[src/logic/spdcs_pkg.sv]
`default_nettype none
package spdcs_pkg;
	// register offsets on the parallel readback port
	localparam logic [6:0] SPDCS_ADDR_W         = 7'h07;
	localparam logic [6:0] SPDCS_OFS_CATEGORY   = 7'h2D;
	localparam logic [6:0] SPDCS_OFS_SOURCE_CH  = 7'h2E;
	localparam logic [6:0] SPDCS_OFS_RATE_ACC   = 7'h2F;
	localparam logic [6:0] SPDCS_OFS_LEN_ORIG   = 7'h30;
	localparam logic [7:0] SPDCS_REG_RESET      = 8'h00;
	// channel status bit window that this bank captures
	localparam logic [5:0] SPDCS_CS_FIRST_BIT   = 6'h08;
	localparam logic [5:0] SPDCS_CS_LAST_BIT    = 6'h27;
	localparam int         SPDCS_CS_BITS        = 32;
	// field positions in the word-length register
	localparam int         SPDCS_MAXLEN_POS     = 0;
	localparam int         SPDCS_LENCODE_LSB    = 1;
	localparam int         SPDCS_SAMPLE_W       = 24;
	// received length codes
	localparam logic [2:0] SPDCS_LEN_NONE       = 3'h0;
	localparam logic [2:0] SPDCS_LEN_C1         = 3'h1;
	localparam logic [2:0] SPDCS_LEN_C2         = 3'h2;
	localparam logic [2:0] SPDCS_LEN_C4         = 3'h4;
	localparam logic [2:0] SPDCS_LEN_C5         = 3'h5;
	localparam logic [2:0] SPDCS_LEN_C6         = 3'h6;

	typedef enum logic [1:0] {
		SPDCS_ST_WAIT    = 2'b01,
		SPDCS_ST_COLLECT = 2'b10
	} spdcs_state_t;
endpackage
`default_nettype wire

[src/logic/spdcs_wl_if.sv]
`default_nettype none
interface spdcs_wl_if #(parameter int SAMPLE_W = 24);
	logic                max_length_flag;
	logic [2:0]          received_length_code;
	logic                truncation_bypass;
	logic [SAMPLE_W-1:0] keep_mask;
	modport src  (output max_length_flag, received_length_code,
		truncation_bypass, input keep_mask);
	modport calc (input max_length_flag, received_length_code,
		truncation_bypass, output keep_mask);
endinterface
`default_nettype wire

[src/logic/spdcs_regs.sv]
`default_nettype none
// Functional notes
// category code register shows status bits 15:8; zero means general.
// status bits 19:16 land in bits 3:0 as source number.
// status bits 21:20 land in bits 5:4 as first sub-frame channel.
// status bits 23:22 land in bits 7:6 as second sub-frame channel.
// status bits 27:24 land in bits 3:0 as sampling rate code.
// status bits 29:28 land in bits 5:4 as clock accuracy.
// bit 32 is the max length flag; bits 35:33 the length code.
// status bits 39:36 land in bits 7:4 as original rate code.
// only first-channel sub-frames supply status; second channel ignored.
// update flag sets on new status stored, clears on host readback.
// truncate sample by recovered length, except the transmitter path.
// bypass setting 1 passes the sample whole; 0 truncates.
module spdcs_regs
#(
	parameter int SAMPLE_W = 24
) (
	input  wire logic                i_clk,
	input  wire logic                i_arst_n,
	input  wire logic                i_block_start,
	input  wire logic                i_cs_valid,
	input  wire logic                i_cs_bit,
	input  wire logic                i_cs_first_channel,
	input  wire logic                i_rd_en,
	input  wire logic [6:0]          i_rd_addr,
	input  wire logic                i_truncation_bypass,
	input  wire logic                i_sample_valid,
	input  wire logic [SAMPLE_W-1:0] i_sample,
	output var  logic [7:0]          o_rd_data,
	output var  logic                o_rd_valid,
	output var  logic                o_status_update_flag,
	output var  logic                o_out_valid,
	output var  logic [SAMPLE_W-1:0] o_sample_trunc,
	output var  logic [SAMPLE_W-1:0] o_sample_full
);
	import spdcs_pkg::*;

	if (SAMPLE_W != SPDCS_SAMPLE_W)
	begin : g_bad_width
		$error("spdcs_regs: sample width must be 24");
	end

	// the capture window must fill the four status bytes exactly
	if (int'(SPDCS_CS_LAST_BIT) - int'(SPDCS_CS_FIRST_BIT) + 1
		!= SPDCS_CS_BITS || SPDCS_CS_BITS != 32)
	begin : g_bad_window
		$error("spdcs_regs: status window must span 32 bits");
	end

	// the length fields must sit inside the stored word-length byte
	if (SPDCS_MAXLEN_POS > 7 || SPDCS_LENCODE_LSB > 5)
	begin : g_bad_fields
		$error("spdcs_regs: length fields outside the byte");
	end

	typedef struct packed {
		spdcs_state_t             state;
		logic [5:0]               bit_idx;
		logic [SPDCS_CS_BITS-1:0] shift;
		logic [7:0]               category_field;
		logic [7:0]               source_channel;
		logic [7:0]               rate_accuracy;
		logic [7:0]               length_original;
		logic                     status_update_flag;
		logic [7:0]               rd_data;
		logic                     rd_valid;
		logic                     out_valid;
		logic [SAMPLE_W-1:0]      sample_trunc;
		logic [SAMPLE_W-1:0]      sample_full;
	} spdcs_regs_t;

	spdcs_regs_t st_reg;
	spdcs_regs_t st_next;
	logic        take_bit;
	logic        commit;
	logic        rd_hit;

	spdcs_wl_if #(.SAMPLE_W(SAMPLE_W)) wl ();

	assign wl.max_length_flag      =
		st_reg.length_original[SPDCS_MAXLEN_POS];
	assign wl.received_length_code =
		st_reg.length_original[SPDCS_LENCODE_LSB +: 3];
	assign wl.truncation_bypass    = i_truncation_bypass;

	spdcs_trunc #(.SAMPLE_W(SAMPLE_W)) u_trunc (
		.wl (wl)
	);

	always_comb
	begin
		st_next  = st_reg;
		// second-channel sub-frames never advance the capture
		take_bit = i_cs_valid && i_cs_first_channel;
		commit   = 1'b0;
		rd_hit   = 1'b0;

		case (st_reg.state)
			SPDCS_ST_WAIT:
			begin
				// bits ahead of the first block start are dropped
				if (i_block_start && take_bit)
				begin
					st_next.state   = SPDCS_ST_COLLECT;
					st_next.bit_idx = 6'h01;
				end
			end
			SPDCS_ST_COLLECT:
			begin
				if (take_bit)
				begin
					// a block start mid-capture restarts the count
					if (i_block_start)
						st_next.bit_idx = 6'h01;
					else
						st_next.bit_idx = st_reg.bit_idx + 6'h01;
					if (!i_block_start
						&& st_reg.bit_idx >= SPDCS_CS_FIRST_BIT)
						st_next.shift = {i_cs_bit,
							st_reg.shift[SPDCS_CS_BITS-1:1]};
					if (!i_block_start
						&& st_reg.bit_idx == SPDCS_CS_LAST_BIT)
					begin
						commit        = 1'b1;
						st_next.state = SPDCS_ST_WAIT;
					end
				end
			end
			default:
			begin
				st_next.state = SPDCS_ST_WAIT;
			end
		endcase

		// bit 8 ends up in shift[0], so each byte maps straight across
		if (commit)
		begin
			st_next.category_field  = st_next.shift[7:0];
			st_next.source_channel  = st_next.shift[15:8];
			st_next.rate_accuracy   = st_next.shift[23:16];
			st_next.length_original = st_next.shift[31:24];
		end

		// unmapped addresses read as zero and leave the flag alone
		st_next.rd_valid = i_rd_en;
		st_next.rd_data  = SPDCS_REG_RESET;
		if (i_rd_en)
		begin
			case (i_rd_addr)
				SPDCS_OFS_CATEGORY:
				begin
					st_next.rd_data = st_reg.category_field;
					rd_hit          = 1'b1;
				end
				SPDCS_OFS_SOURCE_CH:
				begin
					st_next.rd_data = st_reg.source_channel;
					rd_hit          = 1'b1;
				end
				SPDCS_OFS_RATE_ACC:
				begin
					st_next.rd_data = st_reg.rate_accuracy;
					rd_hit          = 1'b1;
				end
				SPDCS_OFS_LEN_ORIG:
				begin
					st_next.rd_data = st_reg.length_original;
					rd_hit          = 1'b1;
				end
				default:
				begin
					st_next.rd_data = SPDCS_REG_RESET;
				end
			endcase
		end

		// a fresh commit beats a readback in the same cycle
		if (commit)
			st_next.status_update_flag = 1'b1;
		else if (rd_hit)
			st_next.status_update_flag = 1'b0;

		// the transmitter path always gets the whole word, never the mask
		st_next.out_valid = i_sample_valid;
		if (i_sample_valid)
		begin
			st_next.sample_full  = i_sample;
			st_next.sample_trunc = i_sample & wl.keep_mask;
		end
	end

	// the bank reads as zero until the first complete block arrives
	always_ff @(posedge i_clk or negedge i_arst_n)
	begin
		if (!i_arst_n)
		begin
			st_reg.state              <= SPDCS_ST_WAIT;
			st_reg.bit_idx            <= 6'h00;
			st_reg.shift              <= '0;
			st_reg.category_field     <= SPDCS_REG_RESET;
			st_reg.source_channel     <= SPDCS_REG_RESET;
			st_reg.rate_accuracy      <= SPDCS_REG_RESET;
			st_reg.length_original    <= SPDCS_REG_RESET;
			st_reg.status_update_flag <= 1'h0;
			st_reg.rd_data            <= SPDCS_REG_RESET;
			st_reg.rd_valid           <= 1'h0;
			st_reg.out_valid          <= 1'h0;
			st_reg.sample_trunc       <= '0;
			st_reg.sample_full        <= '0;
		end
		else
		begin
			st_reg <= st_next;
		end
	end

	assign o_rd_data            = st_reg.rd_data;
	assign o_rd_valid           = st_reg.rd_valid;
	assign o_status_update_flag = st_reg.status_update_flag;
	assign o_out_valid          = st_reg.out_valid;
	assign o_sample_trunc       = st_reg.sample_trunc;
	assign o_sample_full        = st_reg.sample_full;
endmodule // spdcs_regs
`default_nettype wire

[src/logic/spdcs_trunc.sv]
`default_nettype none
module spdcs_trunc #(
	parameter int SAMPLE_W = 24
) (
	spdcs_wl_if.calc wl
);
	import spdcs_pkg::*;

	if (SAMPLE_W != SPDCS_SAMPLE_W)
	begin : g_bad_width
		$error("spdcs_trunc: sample width must be 24");
	end

	logic [4:0] keep_bits;

	always_comb
	begin
		keep_bits = 5'(SAMPLE_W);
		// length for a 24-bit maximum; a 20-bit maximum is four less
		case (wl.received_length_code)
			SPDCS_LEN_C1: keep_bits = 5'd20;
			SPDCS_LEN_C2: keep_bits = 5'd22;
			SPDCS_LEN_C4: keep_bits = 5'd23;
			SPDCS_LEN_C5: keep_bits = 5'd24;
			SPDCS_LEN_C6: keep_bits = 5'd21;
			// unstated or unlisted codes leave the word whole
			default:      keep_bits = 5'(SAMPLE_W);
		endcase
		if (!wl.max_length_flag && keep_bits != 5'(SAMPLE_W))
			keep_bits = keep_bits - 5'd4;
		else if (!wl.max_length_flag && wl.received_length_code
			== SPDCS_LEN_C5)
			keep_bits = 5'd20;
		if (wl.truncation_bypass)
			keep_bits = 5'(SAMPLE_W);
		// audio is msb aligned, so the low bits are the ones dropped
		wl.keep_mask = ~({SAMPLE_W{1'b1}} >> keep_bits);
	end
endmodule // spdcs_trunc
`default_nettype wire

[config.mk]
export PLATFORM = sky130hd
export DESIGN_NAME = spdcs_regs
export DESIGN_NICKNAME = d
export VERILOG_FILES = /design/src/logic/spdcs_pkg.sv /design/src/logic/spdcs_wl_if.sv /design/src/logic/spdcs_regs.sv /design/src/logic/spdcs_trunc.sv
export SDC_FILE = /design/constraint.sdc
export NUM_CORES = 1
export LEC_CHECK = 0
export BUFFER_PORTS_ARGS = -buffer_cell sky130_fd_sc_hd__buf_2
export CORE_UTILIZATION = 50
export CTS_CLUSTER_SIZE = 8
export DETAILED_ROUTE_END_ITERATION = 8
export PLACE_DENSITY = 0.74
export SKIP_CTS_REPAIR_TIMING = 1
export SLEW_MARGIN = 20
export SYNTH_ARGS = -nofsm -noshare
export SYNTH_HDL_FRONTEND = slang
export SYNTH_SLANG_ARGS = --single-unit
[constraint.sdc]
create_clock -name i_clk -period 2.1 [get_ports i_clk]
set_clock_uncertainty 0.15 [all_clocks]
set_input_delay 0 -clock i_clk [delete_from_list [all_inputs] [get_ports i_clk]]
set_output_delay 0 -clock i_clk [all_outputs]
set_load 0.01 [all_outputs]
==> impl_metrics.toml <==
[critical_path]
regToRegSetupSlack_ns = 0.13
critical_path_class = "register to register"
start_kind = "register"
cpPeakStageDelay_ns = 0.38
rr_startpoint = "st_reg[129]$_DFFE_PN1P_"
cp-startpoint = "st_reg[129]$_DFFE_PN1P_"
path_max_fanout = 32
cp_cell_sequence = "nand4b_4 > or2_4 > or2_2 > buf_12 > mux2_4"
cp-endpoint = "st_reg[73]$_DFFE_PN0P_"
arrival_ns = 2.20
reg2reg_depth = 5
crit_buf_inv = 1
cp_slowest_cell = "dfstp_2"
path_delay_family = "simple AND/OR/NAND/NOR gates"
worstPathRequired_ns = 2.33
crit_path_end_kind = "register"
cp_num_cells = 5
rr_endpoint = "st_reg[73]$_DFFE_PN0P_"

[clocking]
clock_path_buffers = 2
clockRootBuffer = "clkbuf_8"
cts.htree.levels = 4
cts_tree = "yes"
path_clk_slew_ns = 0.06
cts_sinks = 114
clock_latency_ns = 0.50
cts_made_buffers = 17

[synthesis]
syn_area_sq_um = 5280
ys_seq_area_share_pct = 54.1
synth_cell_type_count = 44
syn_area_per_cell_sq_um = 12.9
synth_warnings = 0
async_flop_share_pct = 100
synth_edf_count = 0
ys_seq_elements = 114
yosysTopAreaCell = "dfrtp_1"
synthFlopType = "dfrtp_1"
netlist.area_leader.share_pct = 53.6
synthTopCellsByArea = "dfrtp_1 (54%), mux2_2 (13%), mux2_4 (8.5%)"
syn-instance-count = 408
synth_nets = 450

[sta]
finalSetupViolCount = 0
min_period_ns = 1.97
rsz0062_at_grt = "false"
timing.slew.headroom_pct = 50.6
period_share_pct = 93.7
hold_violations = 1
tightest_slew_ns = 0.741
whs_ns = -0.0179
fmax_mhz = 508
finalSetupTns_ns = 0
slew_violations = 0

[drt]
wl_per_cell_microns = 16.1
drt_iter0_drc = 281
drt_first_pass_iters = 4
ant_nets = 0
drcViolationCount = 0
via_count = 3403
wl_microns = 10500
vias_per_cell = 5.23

[floorplanning]
start_util_pct = 51.3
die_y_microns = 105
die_w_microns = 105
fp.coreArea_sq_um = 10300
rows = 37
io_pins = 99
dieArea_sq_um = 11000

[outcome]
status = "finished with violations"
violations = "negative hold slack"

[layout]
largest_reg_flops = 71
n_antenna_cell = 0
areaGrowthSynthToFinish_pct = 23.8
drive_gt1_share_pct = 44.9
nFillCells = 737
nNetsFinal = 545

[power]
p_per_area_nw_per_um2 = 847
power.leakage_nw = 3.26
vdd_drop_max_mv = 0.564

[placed_design]
place_congestion = 0.773
hpwl_microns = 5990
port-buffer-count = 98

[grt]
grt_antenna_before_repair = 0
grt_pass1_wl_microns = 15400
grt-ovfl-total = 0
grt_start_max_net_pins = 115
grt_usage_pct = 18.1
first_global_vias = 3177

[min_path]
min_path_type = "input port to register"

[flow_run]
maxCapViolCount = 0
[synthesized netlist by cell type (all sizes together), types with 2 or more instances]
library cell	number
nand2	14
inv	18
ha	2
nor2	14
nand3	2
a2bb2oi	2
o22ai	4
a22oi	8
clkbuf	8
buf	65
a21oi	6
nor3	6
o21ai	19
nand2b	3
xor2	2
mux2	91
dfrtp	113
or2	3
o311ai	4
a22o	9
[final cells by class]
type	count	area, sq um	share of cell area (%)
Clock inverter	13	161	2.47
Timing Repair Buffer	149	1030	15.7
Clock buffer	18	418	6.40
Sequential cell	114	2850	43.7
Multi-Input combinational cell	203	1840	28.1
Inverter	18	67.6	1.03
Tap cell	136	170	2.60
[routing by layer]
layer  share of wire (%)  GRT usage (%)  up-vias
li1                    -              -     1552
met4                 2.0           7.24        0
met5                   0              0        -
met1                  42           22.1     1687
met3                 6.3           5.12       23
met2                  50           30.1      141
[power by group]
part	internal [W]	switching, W	total (W)
combinational	0.000205	0.000219	0.000424
clock	0.00180	0.000981	0.00278
sequential	0.00228	0.0000547	0.00233
total	0.00428	0.00125	0.00553
[stage by stage]
stage | power [W] | util (%) | std cells | cell area, sq um | worst slack [ns]
after floorplan | 0.00265 | - | 408 | 5280 | 0.247
after global placement | 0.00271 | 53.6 | 575 | 5500 | 0.174
after detailed placement | 0.00273 | 53.6 | 575 | 5500 | 0.133
after CTS | 0.00552 | 59.2 | 606 | 6080 | 0.129
after global routing | 0.00574 | 63.6 | 651 | 6530 | 0.0271
final | 0.00553 | 63.6 | 651 | 6530 | 0.132
[cell families (layout without fill, tap and decap cells)]
group | count (synthesis) | after routing | synth area share (%)
buffers and inverters | 91 | 198 | 11.1
DFF | 114 | 114 | 54.1
muxes | 91 | 91 | 21.6
and+or+nand+nor | 50 | 50 | 5.00
adders and majority gates | 2 | 2 | 0.474
xor gates and xnor gates | 2 | 2 | 0.332
AOI/OAI and AO/OA | 58 | 58 | 7.45
[tightest hold or removal path, cell delays in order]
cell	delay, ns
buf_2	0.11
nand2b_1	0.11
nor3_2	0.09
a22oi_1	0.18
nor2_1	0.08
[how the worst min path moves through the flow]
stage | from | end | slack, ns | depth (start not counted)
final | i_rd_addr[5] | o_rd_data[2]$_DFF_PN0_ | -0.02 | 5
after global routing | i_rd_addr[5] | o_rd_data[2]$_DFF_PN0_ | 0.01 | 5
after CTS | i_arst_n | o_sample_full[6]$_DFFE_PN0P_ | -0.56 | 2
after detailed placement | i_rd_en | o_rd_valid$_DFF_PN0_ | -0.03 | 1
after global placement | i_arst_n | o_sample_full[9]$_DFFE_PN0P_ | -0.03 | 2
after floorplan | i_arst_n | o_out_valid$_DFF_PN0_ | -0.45 | 0
[layout by cell type (no fill, tap or decap), types with 5 or more instances in the layout]
cell,synthesis,routed
dfrtp_1,113,113
buf_2,3,97
mux2_2,60,60
dlygate4sd3_1,0,45
mux2_4,30,30
o21ai_0,19,19
inv_1,18,18
clkbuf_16,0,16
nor2_1,14,14
nand2_1,14,14
a22o_1,9,9
a22oi_1,8,8
nor3_1,5,5
a21oi_1,5,5
(Power assumes the default switching activity.)
